<file path="config.mk">
export PLATFORM = sky130hd
export DESIGN_NAME = epp_cycle_engine
export DESIGN_NICKNAME = d
export VERILOG_FILES = /design/src/include/epp_pkg.sv /design/src/hdl/cycle_watchdog.sv /design/src/hdl/epp_cycle_engine.sv /design/src/hdl/input_sync.sv
export SDC_FILE = /design/constraint.sdc
export NUM_CORES = 1
export LEC_CHECK = 0
export BUFFER_PORTS_ARGS = -buffer_cell sky130_fd_sc_hd__buf_2
export CAP_MARGIN = 20
export CORE_AREA = 4 4 87 89
export DETAILED_ROUTE_END_ITERATION = 10
export DIE_AREA = 0 0 91 93
export PLACE_DENSITY = 0.73
export SLEW_MARGIN = 20
export SYNTH_ARGS = -nofsm -noshare
export SYNTH_HDL_FRONTEND = slang
export SYNTH_HIERARCHICAL = 1
export SYNTH_SLANG_ARGS = --single-unit
</file>
<file path="constraint.sdc">
create_clock -name clk -period 3.3 [get_ports clk]
set_input_delay 0 -clock clk [delete_from_list [all_inputs] [get_ports clk]]
set_output_delay 0 -clock clk [all_outputs]
set_load 0.01 [all_outputs]
</file>
<file path="src/include/epp_pkg.sv">
// Function
// EPP data windows at 05H, 06H, 07H mirror data window 0, EPP mode only.
// Outside EPP cycles the cable bus follows control register and direction bit.
// EPP 1.9 watchdog: host strobe to wait deassertion over 10us aborts, sets flag.
// EPP 1.7 watchdog: host strobe assertion to release over 10us aborts, sets flag.
// Control strobe bit during an EPP cycle forces write direction on cable.
// Software clears the direction bit before any EPP 1.9 cycle.
// Write attempted with direction bit set runs a cable read, no error.
// EPP 1.9 write pulls IOCHRDY low until completion is decided.
// Wait already low at strobe time: write completes when wait goes high.
// Wait high at write start: hold strobes and direction until it goes low.
// Write: drive byte, clear port direction, assert write, then strobe.
// Wait deasserted on write: drop strobe, latch byte, release IOCHRDY.
// Peripheral releases wait after setup, latches byte, reasserts wait.
// Read: pull IOCHRDY low, await wait low, float bus, set direction, strobe.
// Read with wait high: hold direction and strobe until it goes low.
// Wait deasserted on read: latch cable byte, drop strobe, answer host.
// Peripheral drives data, releases wait, then floats bus, reasserts wait.
// EPP 1.7 software clears D0, D1, D3 and sets direction per transfer.
// Address register accesses use address strobe, data windows data strobe.
// Timeout flag cleared by reset or writing one; writing zero does nothing.
// Watchdog counts clocks to ten microseconds, cleared when no cycle active.
// Abort drops both strobes, releases IOCHRDY, returns cable bus to idle.
`default_nettype none

package epp_pkg;

   // register offsets from the port base
   localparam logic [2:0] OFS_SPP_DATA  = 3'h0;
   localparam logic [2:0] OFS_STATUS    = 3'h1;
   localparam logic [2:0] OFS_CONTROL   = 3'h2;
   localparam logic [2:0] OFS_EPP_ADDR  = 3'h3;
   localparam logic [2:0] OFS_EPP_DATA0 = 3'h4;
   localparam logic [2:0] OFS_EPP_DATA1 = 3'h5;
   localparam logic [2:0] OFS_EPP_DATA2 = 3'h6;
   localparam logic [2:0] OFS_EPP_DATA3 = 3'h7;

   // control register fields
   localparam int CTL_STROBE_BIT = 0;
   localparam int CTL_LINE_FEED_OUT_BIT = 1;
   localparam int CTL_INIT_BIT   = 2;
   localparam int CTL_SELIN_BIT  = 3;
   localparam int CTL_DIR_BIT    = 5;
   localparam int CTL_WIDTH      = 6;

   // status register fields
   localparam int STS_TIMEOUT_BIT = 0;

   // reset values
   localparam logic [7:0]  DATA_RESET = 8'h00;
   localparam logic [5:0]  CTL_RESET  = 6'h00;
   localparam logic [7:0]  READ_ZERO  = 8'h00;

   // synchroniser lanes
   localparam int SYNC_W      = 7;
   localparam int SY_HOLD     = 0;
   localparam int SY_IOR      = 1;
   localparam int SY_IOW      = 2;
   localparam int SY_ERR      = 3;
   localparam int SY_SLCT     = 4;
   localparam int SY_PE       = 5;
   localparam int SY_ACK      = 6;

   // watchdog timing
   localparam int CLK_PERIOD_NS = 40;
   localparam int WDOG_TIME_NS  = 10000;
   localparam int WDOG_CYCLES   = WDOG_TIME_NS / CLK_PERIOD_NS;
   localparam int WDOG_W        = 9;

   // cycle engine states
   typedef enum logic [3:0] {
      ST_IDLE,
      ST_WAIT_LOW,
      ST_SETUP,
      ST_STROBE,
      ST_DONE,
      ST_E17_SETUP,
      ST_E17_STROBE,
      ST_ABORT
   } cycle_state_t;

endpackage

`default_nettype wire

</file>
<file path="src/hdl/cycle_watchdog.sv">
`default_nettype none

// counts clocks while run is high; expired holds once the limit is reached
module cycle_watchdog
   import epp_pkg::*;
(
   // clock and reset
   input  wire logic clk,
   input  wire logic sys_rst,
   // control and result
   input  wire logic run,
   output logic      expired
);

   localparam logic [WDOG_W-1:0] LIMIT = WDOG_W'(WDOG_CYCLES);

   typedef struct packed {
      logic [WDOG_W-1:0] count;
   } wdog_state_t;

   wdog_state_t s;
   wdog_state_t next_s;

   // count up while a cycle runs, clear otherwise
   always_comb begin
      next_s = s;
      if (!run) begin
         next_s.count = '0;
      end else if (s.count != LIMIT) begin
         next_s.count = s.count + WDOG_W'(1);
      end
   end

   always_ff @(posedge clk or posedge sys_rst) begin
      if (sys_rst) begin
         s <= '0;
      end else begin
         s <= next_s;
      end
   end

   assign expired = run && (s.count == LIMIT);

endmodule

`default_nettype wire

</file>
<file path="src/hdl/epp_cycle_engine.sv">
`default_nettype none

// parallel port register set with EPP 1.9 / 1.7 cycle engine
module epp_cycle_engine
   import epp_pkg::*;
(
   // clock and reset
   input  wire logic       clk,
   input  wire logic       sys_rst,
   // mode selection from configuration
   input  wire logic       eppEnable,
   input  wire logic       epp17Select,
   // host register port
   input  wire logic       portSelect,
   input  wire logic [2:0] hostAddr,
   input  wire logic       iorN,
   input  wire logic       iowN,
   input  wire logic [7:0] hostDataIn,
   output logic      [7:0] hostDataOut,
   output logic            hostDataOeN,
   output logic            iochrdyOut,
   output logic            iochrdyOeN,
   // cable data bus
   input  wire logic [7:0] cableDataIn,
   output logic      [7:0] cableDataOut,
   output logic            cableDataOeN,
   output logic            portDirectionOut,
   // cable control outputs
   output logic            xferDirectionN,
   output logic            dataCycleStrobeN,
   output logic            addrCycleStrobeN,
   output logic            initOut,
   // cable status inputs
   input  wire logic       peripheralHoldN,
   input  wire logic       errorN,
   input  wire logic       selectIn,
   input  wire logic       paperEnd,
   input  wire logic       ackN,
   // status view
   output logic            cycleTimeoutFlag
);

   typedef struct packed {
      cycle_state_t         state;
      logic                 iorPrev;
      logic                 iowPrev;
      logic [7:0]           dataReg;
      logic [CTL_WIDTH-1:0] ctl;
      logic                 timeout;
      logic                 cycAddr;
      logic                 cycWrite;
      logic                 hostRead;
      logic [7:0]           cycByte;
      logic                 rdyLow;
      logic                 hostDrive;
      logic [7:0]           readByte;
   } engine_state_t;

   engine_state_t s;
   engine_state_t next_s;

   logic [SYNC_W-1:0] syncIn;
   logic [SYNC_W-1:0] syncOut;
   logic              holdS;
   logic              iorS;
   logic              iowS;
   logic              wdogRun;
   logic              wdogExpired;
   logic              cycleOn;
   logic              strobeOn;
   logic              driveCable;
   logic              ctlStrobe;

   // true for the EPP address register and the four data windows
   function automatic logic epp_reg(input logic en, input logic [2:0] a);
      epp_reg = en && (a >= OFS_EPP_ADDR);
   endfunction

   // pin inputs from outside the clock domain
   assign syncIn = {ackN, paperEnd, selectIn, errorN,
                    iowN, iorN, peripheralHoldN};

   input_sync #(
      .WIDTH (SYNC_W)
   ) u_sync (
      .clk     (clk),
      .sys_rst (sys_rst),
      .asyncIn (syncIn),
      .syncOut (syncOut)
   );

   assign holdS = syncOut[SY_HOLD];
   assign iorS  = syncOut[SY_IOR];
   assign iowS  = syncOut[SY_IOW];

   // watchdog windows differ between the two timing modes
   always_comb begin
      case (s.state)
         ST_WAIT_LOW, ST_SETUP, ST_STROBE: wdogRun = 1'b1;
         ST_E17_SETUP, ST_E17_STROBE:      wdogRun = 1'b1;
         default:                          wdogRun = 1'b0;
      endcase
   end

   cycle_watchdog u_wdog (
      .clk     (clk),
      .sys_rst (sys_rst),
      .run     (wdogRun),
      .expired (wdogExpired)
   );

   // register access, cycle launch and cycle sequencing
   always_comb begin
      logic iorFall;
      logic iorRise;
      logic iowFall;
      logic iowRise;
      logic hostDone;
      iorFall   = s.iorPrev && !iorS;
      iorRise   = !s.iorPrev && iorS;
      iowFall   = s.iowPrev && !iowS;
      iowRise   = !s.iowPrev && iowS;
      hostDone  = s.hostRead ? iorS : iowS;
      next_s    = s;
      next_s.iorPrev = iorS;
      next_s.iowPrev = iowS;

      // host read data latched at the start of the read
      if (iorFall && portSelect) begin
         next_s.hostDrive = 1'b1;
         case (hostAddr)
            OFS_SPP_DATA: next_s.readByte = cableDataIn;
            OFS_STATUS:   next_s.readByte = {~holdS, syncOut[SY_ACK],
                                             syncOut[SY_PE],
                                             syncOut[SY_SLCT],
                                             syncOut[SY_ERR], 2'b00,
                                             s.timeout};
            OFS_CONTROL:  next_s.readByte = {2'b00, s.ctl};
            default:      next_s.readByte = READ_ZERO;
         endcase
      end
      if (iorRise) begin
         next_s.hostDrive = 1'b0;
      end

      // plain registers latch on the trailing edge of the write
      if (iowRise && portSelect) begin
         case (hostAddr)
            OFS_SPP_DATA: next_s.dataReg = hostDataIn;
            OFS_STATUS: begin
               if (hostDataIn[STS_TIMEOUT_BIT]) begin
                  next_s.timeout = 1'b0;
               end
            end
            OFS_CONTROL:  next_s.ctl = hostDataIn[CTL_WIDTH-1:0];
            default:      next_s.ctl = s.ctl;
         endcase
      end

      case (s.state)
         ST_IDLE: begin
            if ((iowFall || iorFall) && portSelect &&
                epp_reg(eppEnable, hostAddr)) begin
               next_s.cycAddr  = (hostAddr == OFS_EPP_ADDR);
               next_s.hostRead = !iowFall;
               // write with direction bit set becomes a cable read
               next_s.cycWrite = iowFall &&
                                 !s.ctl[CTL_DIR_BIT];
               next_s.cycByte  = hostDataIn;
               if (epp17Select) begin
                  next_s.state = ST_E17_SETUP;
               end else begin
                  next_s.rdyLow = 1'b1;
                  next_s.state  = ST_WAIT_LOW;
               end
            end
         end
         ST_WAIT_LOW: begin
            // cable outputs stay idle until the peripheral holds wait low
            if (!holdS) begin
               next_s.state = ST_SETUP;
            end
         end
         ST_SETUP: begin
            next_s.state = ST_STROBE;
         end
         ST_STROBE: begin
            if (holdS) begin
               if (!s.cycWrite) begin
                  next_s.readByte = cableDataIn;
               end else begin
                  next_s.cycByte = hostDataIn;
               end
               next_s.rdyLow = 1'b0;
               next_s.state  = ST_DONE;
            end
         end
         ST_DONE: begin
            if (hostDone) begin
               next_s.state = ST_IDLE;
            end
         end
         ST_E17_SETUP: begin
            next_s.rdyLow = !holdS;
            next_s.state  = ST_E17_STROBE;
         end
         ST_E17_STROBE: begin
            next_s.rdyLow = !holdS;
            if (holdS && !s.cycWrite) begin
               next_s.readByte = cableDataIn;
            end
            if (hostDone) begin
               next_s.rdyLow = 1'b0;
               next_s.state  = ST_IDLE;
            end
         end
         ST_ABORT: begin
            if (hostDone) begin
               next_s.state = ST_IDLE;
            end
         end
         default: begin
            next_s.state = ST_IDLE;
         end
      endcase

      // abort after the watchdog limit; set wins over a clear
      if (wdogExpired) begin
         next_s.rdyLow  = 1'b0;
         next_s.timeout = 1'b1;
         next_s.state   = ST_ABORT;
      end
   end

   always_ff @(posedge clk or posedge sys_rst) begin
      if (sys_rst) begin
         s          <= '0;
         s.state    <= ST_IDLE;
         s.iorPrev  <= 1'b1;
         s.iowPrev  <= 1'b1;
         s.dataReg  <= DATA_RESET;
         s.ctl      <= CTL_RESET;
         s.timeout  <= 1'b0;
         s.readByte <= DATA_RESET;
      end else begin
         s <= next_s;
      end
   end

   // cable side view of the cycle
   always_comb begin
      case (s.state)
         ST_SETUP, ST_STROBE, ST_DONE,
         ST_E17_SETUP, ST_E17_STROBE: cycleOn = 1'b1;
         default:                     cycleOn = 1'b0;
      endcase
   end

   assign strobeOn  = (s.state == ST_STROBE) || (s.state == ST_E17_STROBE);
   assign ctlStrobe = s.ctl[CTL_STROBE_BIT];

   // control strobe bit forces write direction inside a cycle
   assign driveCable = cycleOn ? (s.cycWrite || ctlStrobe)
                               : !s.ctl[CTL_DIR_BIT];

   // cable pins; idle values come from the data and control registers
   assign cableDataOut     = cycleOn ? s.cycByte : s.dataReg;
   assign cableDataOeN     = !driveCable;
   assign portDirectionOut = !driveCable;
   assign xferDirectionN   = cycleOn ? !(s.cycWrite || ctlStrobe)
                                     : !ctlStrobe;
   assign dataCycleStrobeN = cycleOn ? !(strobeOn && !s.cycAddr)
                                     : !s.ctl[CTL_LINE_FEED_OUT_BIT];
   assign addrCycleStrobeN = cycleOn ? !(strobeOn && s.cycAddr)
                                     : !s.ctl[CTL_SELIN_BIT];
   assign initOut          = s.ctl[CTL_INIT_BIT];

   // host side pins; IOCHRDY is open drain, pulled low only
   assign hostDataOut      = s.readByte;
   assign hostDataOeN      = !s.hostDrive;
   assign iochrdyOut       = 1'b0;
   assign iochrdyOeN       = !s.rdyLow;
   assign cycleTimeoutFlag = s.timeout;

endmodule

`default_nettype wire

</file>
<file path="src/hdl/input_sync.sv">
`default_nettype none

// three-stage synchroniser; output changes once stages two and three agree
module input_sync
   import epp_pkg::*;
#(
   parameter int WIDTH = 1
) (
   // clock and reset
   input  wire logic             clk,
   input  wire logic             sys_rst,
   // asynchronous inputs and filtered result
   input  wire logic [WIDTH-1:0] asyncIn,
   output logic      [WIDTH-1:0] syncOut
);

   typedef struct packed {
      logic [WIDTH-1:0] stage1;
      logic [WIDTH-1:0] stage2;
      logic [WIDTH-1:0] stage3;
      logic [WIDTH-1:0] level;
   } sync_state_t;

   sync_state_t s;
   sync_state_t next_s;

   // shift chain and agreement filter; stage1 feeds stage2 only
   always_comb begin
      next_s        = s;
      next_s.stage1 = asyncIn;
      next_s.stage2 = s.stage1;
      next_s.stage3 = s.stage2;
      for (int i = 0; i < WIDTH; i++) begin
         if (s.stage2[i] == s.stage3[i]) begin
            next_s.level[i] = s.stage3[i];
         end
      end
   end

   // state register; inputs idle high after reset
   always_ff @(posedge clk or posedge sys_rst) begin
      if (sys_rst) begin
         s <= '{default: '1};
      end else begin
         s <= next_s;
      end
   end

   assign syncOut = s.level;

endmodule

`default_nettype wire

</file>
==> impl_metrics.yaml, run 1 <==
floorplan:
  die_w_um: 91
  core.rowCount: 30
  die_area_sq_um: 8460
  core_sq_um: 6760
  initial_utilization_pct: 53.6
  chipHeight_um: 93
  io_pins: 57
placed_design:
  place_congestion: 0.779
  place_hpwl_mm: 4.60
  io_buffers: 55
global_routing:
  grt_util_all_layers_pct: 17.2
  antenna_found_initial: 0
  grt_max_degree: 42
  grt_pass1_vias: 2395
  grt.overflow.total: 0
  grt_first_pass_wirelength_mm: 11.6
clocking:
  cts_sinks: 78
  clockBufferDepth: 2
  cts-buffers-inserted: 9
  clk_pin_slew_worst_paths_ps: 80
  clk_latency_ps: 340
  cts_root_buf: "clkbuf_8"
  cts-resized-gates: 0
  cts_tree: "built"
  htreeDepth: 3
  cts_setup_buffers: 0
timing:
  final-setup-viol-count: 0
  finalSetupTns_ps: 0
  final-max-slew-violation-count: 0
  fmax_mhz: 478
  final_hold_viol_count: 0
  slew_headroom_pct: 58.6
  skew_ps: 12.9
  worst_slew_pin_slew_ps: 620
  timing.final.crit_share_pct: 63.5
  fin_crit_ps: 2090
  fin_hold_ws_ps: 46.4
  rsz0062_at_grt: "false"
logic_synthesis:
  yosysWarnings: 6
  synth_top_area_share_pct: 33.2
  syn_avg_cell_area_sq_um: 12.3
  seq_area_frac_synth_pct: 55.0
  synth.ff_latch_count: 78
  synth_cell_type_count: 52
  netlist_area_sq_um: 3620
  synth_edf_count: 0
  synth_flop_cell: "dfrtp_1"
  synth.area.top_cells: "dfrtp_1 33%, dfstp_2 22%, mux2_2 8.1%"
  async_flop_share_pct: 100
  yosys.area.top_type: "dfrtp_1"
  syn-num-nets: 326
  syn_inst: 293
route:
  num_vias: 2417
  drc: 0
  drt_iter0_drc: 169
  wl_mm: 6.79
  routed_via_density: 5.44
  ant_nets: 0
  post_drt_wl_per_cell_um: 15.3
  firstDrtPassIters: 6
final_layout:
  multi_input_comb_area_sq_um: 1390
  layout.nets: 392
  antenna_cells: 0
  seq_area_sq_um: 1990
  area_growth_pct: 18.6
  drive_gt1_share_pct: 41.8
  fill_cells: 528
pwr:
  p_per_area_nw_per_um2: 742
  ir_worst_vdd_v: 0.000293
  p_leak_uw: 0.00196
setup_path:
  path_cells: "nor2_1, nor2b_1, and2_1, nor4_1, mux2_2"
  cpMaxStageDelayCell: "dfrtp_1"
  crit_required_ps: 3530
  cp-start-kind: "flip-flop"
  worstSetupPathType: "reg2reg"
  cp-end-kind: "flip-flop"
  worstPathMaxFanout: 15
  crit_arrival_ps: 2320
  slowest_delay_ps: 600
flow_run:
  drv_cap: 0
status:
  status: "complete, no violations"
hold_path:
  min_path_type: "in2reg"
## cell usage in the layout (no fill, tap or decap), types with 7 or more instances in the layout
cell / n
nand3_1: 7
o21ai_0: 14
buf_2: 55
mux2_4: 8
maj3_2: 7
nand2_1: 16
dlygate4sd3_1: 25
dfrtp_1: 48
a22oi_1: 10
clkbuf_8: 10
mux2_2: 26
o2bb2ai_1: 8
inv_1: 12
nor2_1: 9
dfstp_2: 30
## metrics by stage
| stage | util [%] | power (uW) | instance area (sq um) | setup WS, ps | instances |
|---|---|---|---|---|---|
| after floorplan | - | 2230 | 3620 | 1480 | 293 |
| after CTS | 63.3 | 3210 | 4280 | 1230 | 443 |
| after global placement | 56.6 | 2430 | 3830 | 1320 | 402 |
| final | 63.5 | 3180 | 4290 | 1210 | 444 |
| after global routing | 63.5 | 3420 | 4290 | 1050 | 444 |
| after detailed placement | 56.6 | 2470 | 3830 | 1220 | 402 |
## synthesized netlist by cell type, types with 4 or more instances
master and instances:
inv_1 12, mux2_4 8, a22oi_1 10, o21ai_0 14, nand2_1 16, mux2_2 26, buf_4 18, a21o_1 4
or3_1 4, o2bb2ai_1 8, mux2i_1 5, nor2_1 9, nand3_1 7, clkbuf_1 5, maj3_2 7, dfstp_2 30
buf_2 5, dfrtp_1 48
## worst max-delay path, delay by kind of cell, from the launching register on
| family | cells | cell delay, ps |
|---|---|---|
| flops | 1 | 600 |
| simple gates | 4 | 1120 |
| mux | 1 | 260 |
## per-layer routing
| metal | up-vias | GRT usage [%] | wire [um] |
|---|---|---|---|
| li1 | 1159 | - | - |
| met1 | 1175 | 23.0 | 3140 |
| met2 | 73 | 27.2 | 3230 |
| met3 | 10 | 3.22 | 314 |
| met4 | 0 | 8.04 | 113 |
| met5 | - | 0 | 0 |
## final timing paths
kind / endpoint / slack (ps) / cells after the start / startpoint
max in group asynchronous: u_sync/syncOut[4] / 2580 / 4 / sys_rst
max: s[9] / 1210 / 5 / s[38]
min: s[20] / 50 / 3 / hostAddr[1]
max reg2reg: s[9] / 1210 / 5 / s[38]
min in group asynchronous: u_wdog/s[2] / 190 / 3 / sys_rst
min reg2reg: u_sync/next_s[9] / 350 / 0 / u_sync/next_s[16]
## report_power, final
group	total, uW	leakage, uW	switching [uW]	internal, uW
registers	1410	0.000922	213	1200
logic	1080	0.000937	503	577
clock network	696	0.000103	346	350
total	3180	0.00196	1060	2120
## area by class of cell
type / instances / share of cell area [%]
Clock buffer: 12 / 3.88
Multi-Input combinational cell: 174 / 32.5
Tap cell: 80 / 2.33
Clock inverter: 4 / 0.816
Inverter: 12 / 1.05
Sequential cell: 78 / 46.3
Timing Repair Buffer: 84 / 13.1
## logic make-up after synthesis
logic type / after synthesis / share of synthesized area (%)
fa+ha+maj: 9 / 2.87
flops: 78 / 55.0
mux: 39 / 12.8
other cells: 1 / 0.104
compound gates: 57 / 11.5
xor+xnor: 4 / 0.968
simple gates: 64 / 10.2
buf+inv: 41 / 6.50
## repair_timing
item,4_1_cts,5_1_grt
hold endpoints to repair,87,0
endpoints found under the setup margin,0,0
hold buffers,25,0
## flip-flops by register name, indices dropped and copies added, names as in the netlist
name	flops
ctlStrobe	1
cycleTimeoutFlag	1
hostDataOut	8
initOut	1
s	30
u_sync/next_s	14
u_sync/s	7
u_sync/syncOut	7
u_wdog/s	9
No activity file was read; power rests on OpenSTA's default activity.
==> run 2, diff against run 1 <==
--- a/config.mk
+++ b/config.mk
@@ -7,10 +7,10 @@
 export LEC_CHECK = 0
 export BUFFER_PORTS_ARGS = -buffer_cell sky130_fd_sc_hd__buf_2
 export CAP_MARGIN = 20
-export CORE_AREA = 4 4 87 89
+export CORE_AREA = 4 4 90 92
 export DETAILED_ROUTE_END_ITERATION = 10
-export DIE_AREA = 0 0 91 93
-export PLACE_DENSITY = 0.73
+export DIE_AREA = 0 0 94 96
+export PLACE_DENSITY = 0.71
 export SLEW_MARGIN = 20
 export SYNTH_ARGS = -nofsm -noshare
 export SYNTH_HDL_FRONTEND = slang
==> constraint.sdc (replaced) <==
create_clock -name clk -period 1.8 [get_ports clk]
set_input_delay 0 -clock clk [delete_from_list [all_inputs] [get_ports clk]]
set_output_delay 0 -clock clk [all_outputs]
set_load 0.01 [all_outputs]
==> run 2 against run 1 <==
Worst setup slack lost 1200 ps. Global-route usage grew 0.64 points. First-iteration DRC count shrank 34%. Critical endpoint is now s[17]. Sequential share of layout area shrank 1.9 points.
==> impl_metrics.yaml, run 2 (synthesized netlist as in run 1, its figures left out) <==
setup_path:
  worstPathMaxFanout: 8
  slowest_delay_ps: 540
  cp-end-kind: "flip-flop"
  crit_arrival_ps: 2010
  r2r_end: "s[17]"
  worstSetupPathType: "reg2reg"
  path_cells: "or2b_1, a211oi_4, o2bb2a_4, mux2_4"
  crit_required_ps: 2020
  worstRegToRegCells: 4
  r2r_start: "s[37]"
  cp-start-kind: "flip-flop"
  ff2ff_setup_slack_ps: 10
  cpMaxStageDelayCell: "dfstp_2"
timing:
  rsz0062_at_grt: "true"
  skew_ps: 17.7
  finalSetupTns_ps: 0
  final-setup-viol-count: 0
  final_hold_viol_count: 0
  timing.final.crit_share_pct: 99.4
  fmax_mhz: 559
  fin_crit_ps: 1790
  worst_slew_pin_slew_ps: 539
  final-max-slew-violation-count: 0
  slew_headroom_pct: 64.1
route:
  drt_iter0_drc: 112
  drc: 0
  ant_nets: 0
  post_drt_wl_per_cell_um: 15.4
  wl_mm: 7.36
  routed_via_density: 5.14
  num_vias: 2459
  firstDrtPassIters: 4
global_routing:
  grt.overflow.total: 0
  antenna_found_initial: 0
  grt_pass1_vias: 2561
  grt_max_degree: 42
  grt_first_pass_wirelength_mm: 12.5
  grt_util_all_layers_pct: 17.8
final_layout:
  multi_input_comb_area_sq_um: 1450
  antenna_cells: 0
  largest_reg_flops: 30
  stdcell_area_sq_um: 4490
  area_growth_pct: 24.1
  layout.nets: 407
  fill_cells: 588
  finalNonFillerCells: 478
  layout_common_cells: "55 x buf_2, 45 x dfrtp_1, 30 x dfstp_2, 24 x dlygate4sd3_1, 20 x mux2_2"
  layout_commonest_cell: "buf_2"
  max_flop_register: "s"
  seq_area_sq_um: 1990
  drive_gt1_share_pct: 46.4
clocking:
  clk_latency_ps: 350
  cts-buffers-inserted: 9
  cts_sinks: 78
  htreeDepth: 3
  cts_tree: "built"
  cts_root_buf: "clkbuf_8"
  clk_pin_slew_worst_paths_ps: 80
  clockBufferDepth: 2
floorplan:
  chipHeight_um: 96
  die_area_sq_um: 9020
  core.rowCount: 31
  die_w_um: 94
  core_sq_um: 7210
  initial_utilization_pct: 50.2
  io_pins: 57
placed_design:
  place_inst: 431
  placed_area_sq_um: 3930
  io_buffers: 55
  place_congestion: 0.776
  place_hpwl_mm: 5.01
pwr:
  sw_frac_of_total_pct: 33.5
  power_frac_seq_pct: 40.7
  p_leak_uw: 0.00207
  comb_power_share_pct: 38.8
  ir_worst_vdd_v: 0.000514
  power.switching_uw: 2100
  clock_power_share_pct: 20.5
  p_int_uw: 4170
  p_per_area_nw_per_um2: 1400
hold_path:
  holdPathStages: 3
  min_path_type: "in2reg"
  hold_end: "s[20]"
  min_from: "hostAddr[0]"
flow_run:
  drv_cap: 0
status:
  status: "complete, no violations"
-- run 2: cell types whose count changed in the layout (fill, tap and decap cells not counted), sizes merged --
| cell | delta |
|---|---|
| inv | -1 |
| buf | +16 |
| clkinv | +2 |
| dlygate4sd3 | -1 |
| clkbuf | -1 |
-- run 2: worst max-delay path, delay by kind of cell (launching register included) --
kind,cells,cell delay [ps]
AOI/OAI and AO/OA,2,560
DFF,1,540
muxes,1,310
and+or+nand+nor,1,260
-- run 2: area by class of cell --
| type | count | area share (%) |
|---|---|---|
| clock inverter | 5 | 0.836 |
| clock buffer | 11 | 3.62 |
| timing repair buffer | 99 | 15.0 |
| tap | 99 | 2.76 |
| inverter | 12 | 1.00 |
| multi-input combinational | 174 | 32.4 |
| sequential | 78 | 44.4 |
-- run 2: power groups by stage --
stage / clock network (uW) / registers (uW) / logic [uW]
global placement: 0 / 2560 / 2000
global route: 1420 / 2610 / 2660
CTS: 1320 / 2550 / 2230
floorplan: 0 / 2410 / 1690
finish: 1290 / 2550 / 2430
detailed placement: 0 / 2580 / 2070
-- run 2: routing by layer --
layer / vias to the layer above / GRT usage, % / share of wire (%)
li1: 1184 / - / -
met1: 1213 / 23.1 / 45
met2: 52 / 29.9 / 50
met3: 10 / 3.36 / 3.5
met4: 0 / 6.50 / 1.4
met5: - / 0 / 0
-- run 2: worst max-delay path by stage --
stage	endpoint	start
floorplan	s[9]	s[38]
global placement	s[17]	s[37]
detailed placement	s[15]	s[37]
CTS	s[15]	s[37]
global route	cableDataOut[2]	s[38]
finish	s[17]	s[37]
-- run 2: stage by stage --
stage / setup WS [ps] / utilization (%) / hold slack [ps] / total power (uW)
global placement: 57.3 / 54.4 / 7.87 / 4550
detailed placement: -17.5 / 54.4 / 10.6 / 4650
CTS: -0.214 / 61.2 / 1.00 / 6100
floorplan: 48.0 / - / -172 / 4090
finish: 11.3 / 62.2 / 9.28 / 6260
global route: -36.0 / 62.2 / 11.2 / 6690
-- run 2: timing repair --
item | CTS | global route
buffers inserted | 2 | 4
hold endpoints to repair | 110 | 0
gates resized for setup | 10 | 10
setup endpoints to repair | 19 | 20
cloned | 1 | 0
pin swaps | 0 | 2
hold buffers | 24 | 0
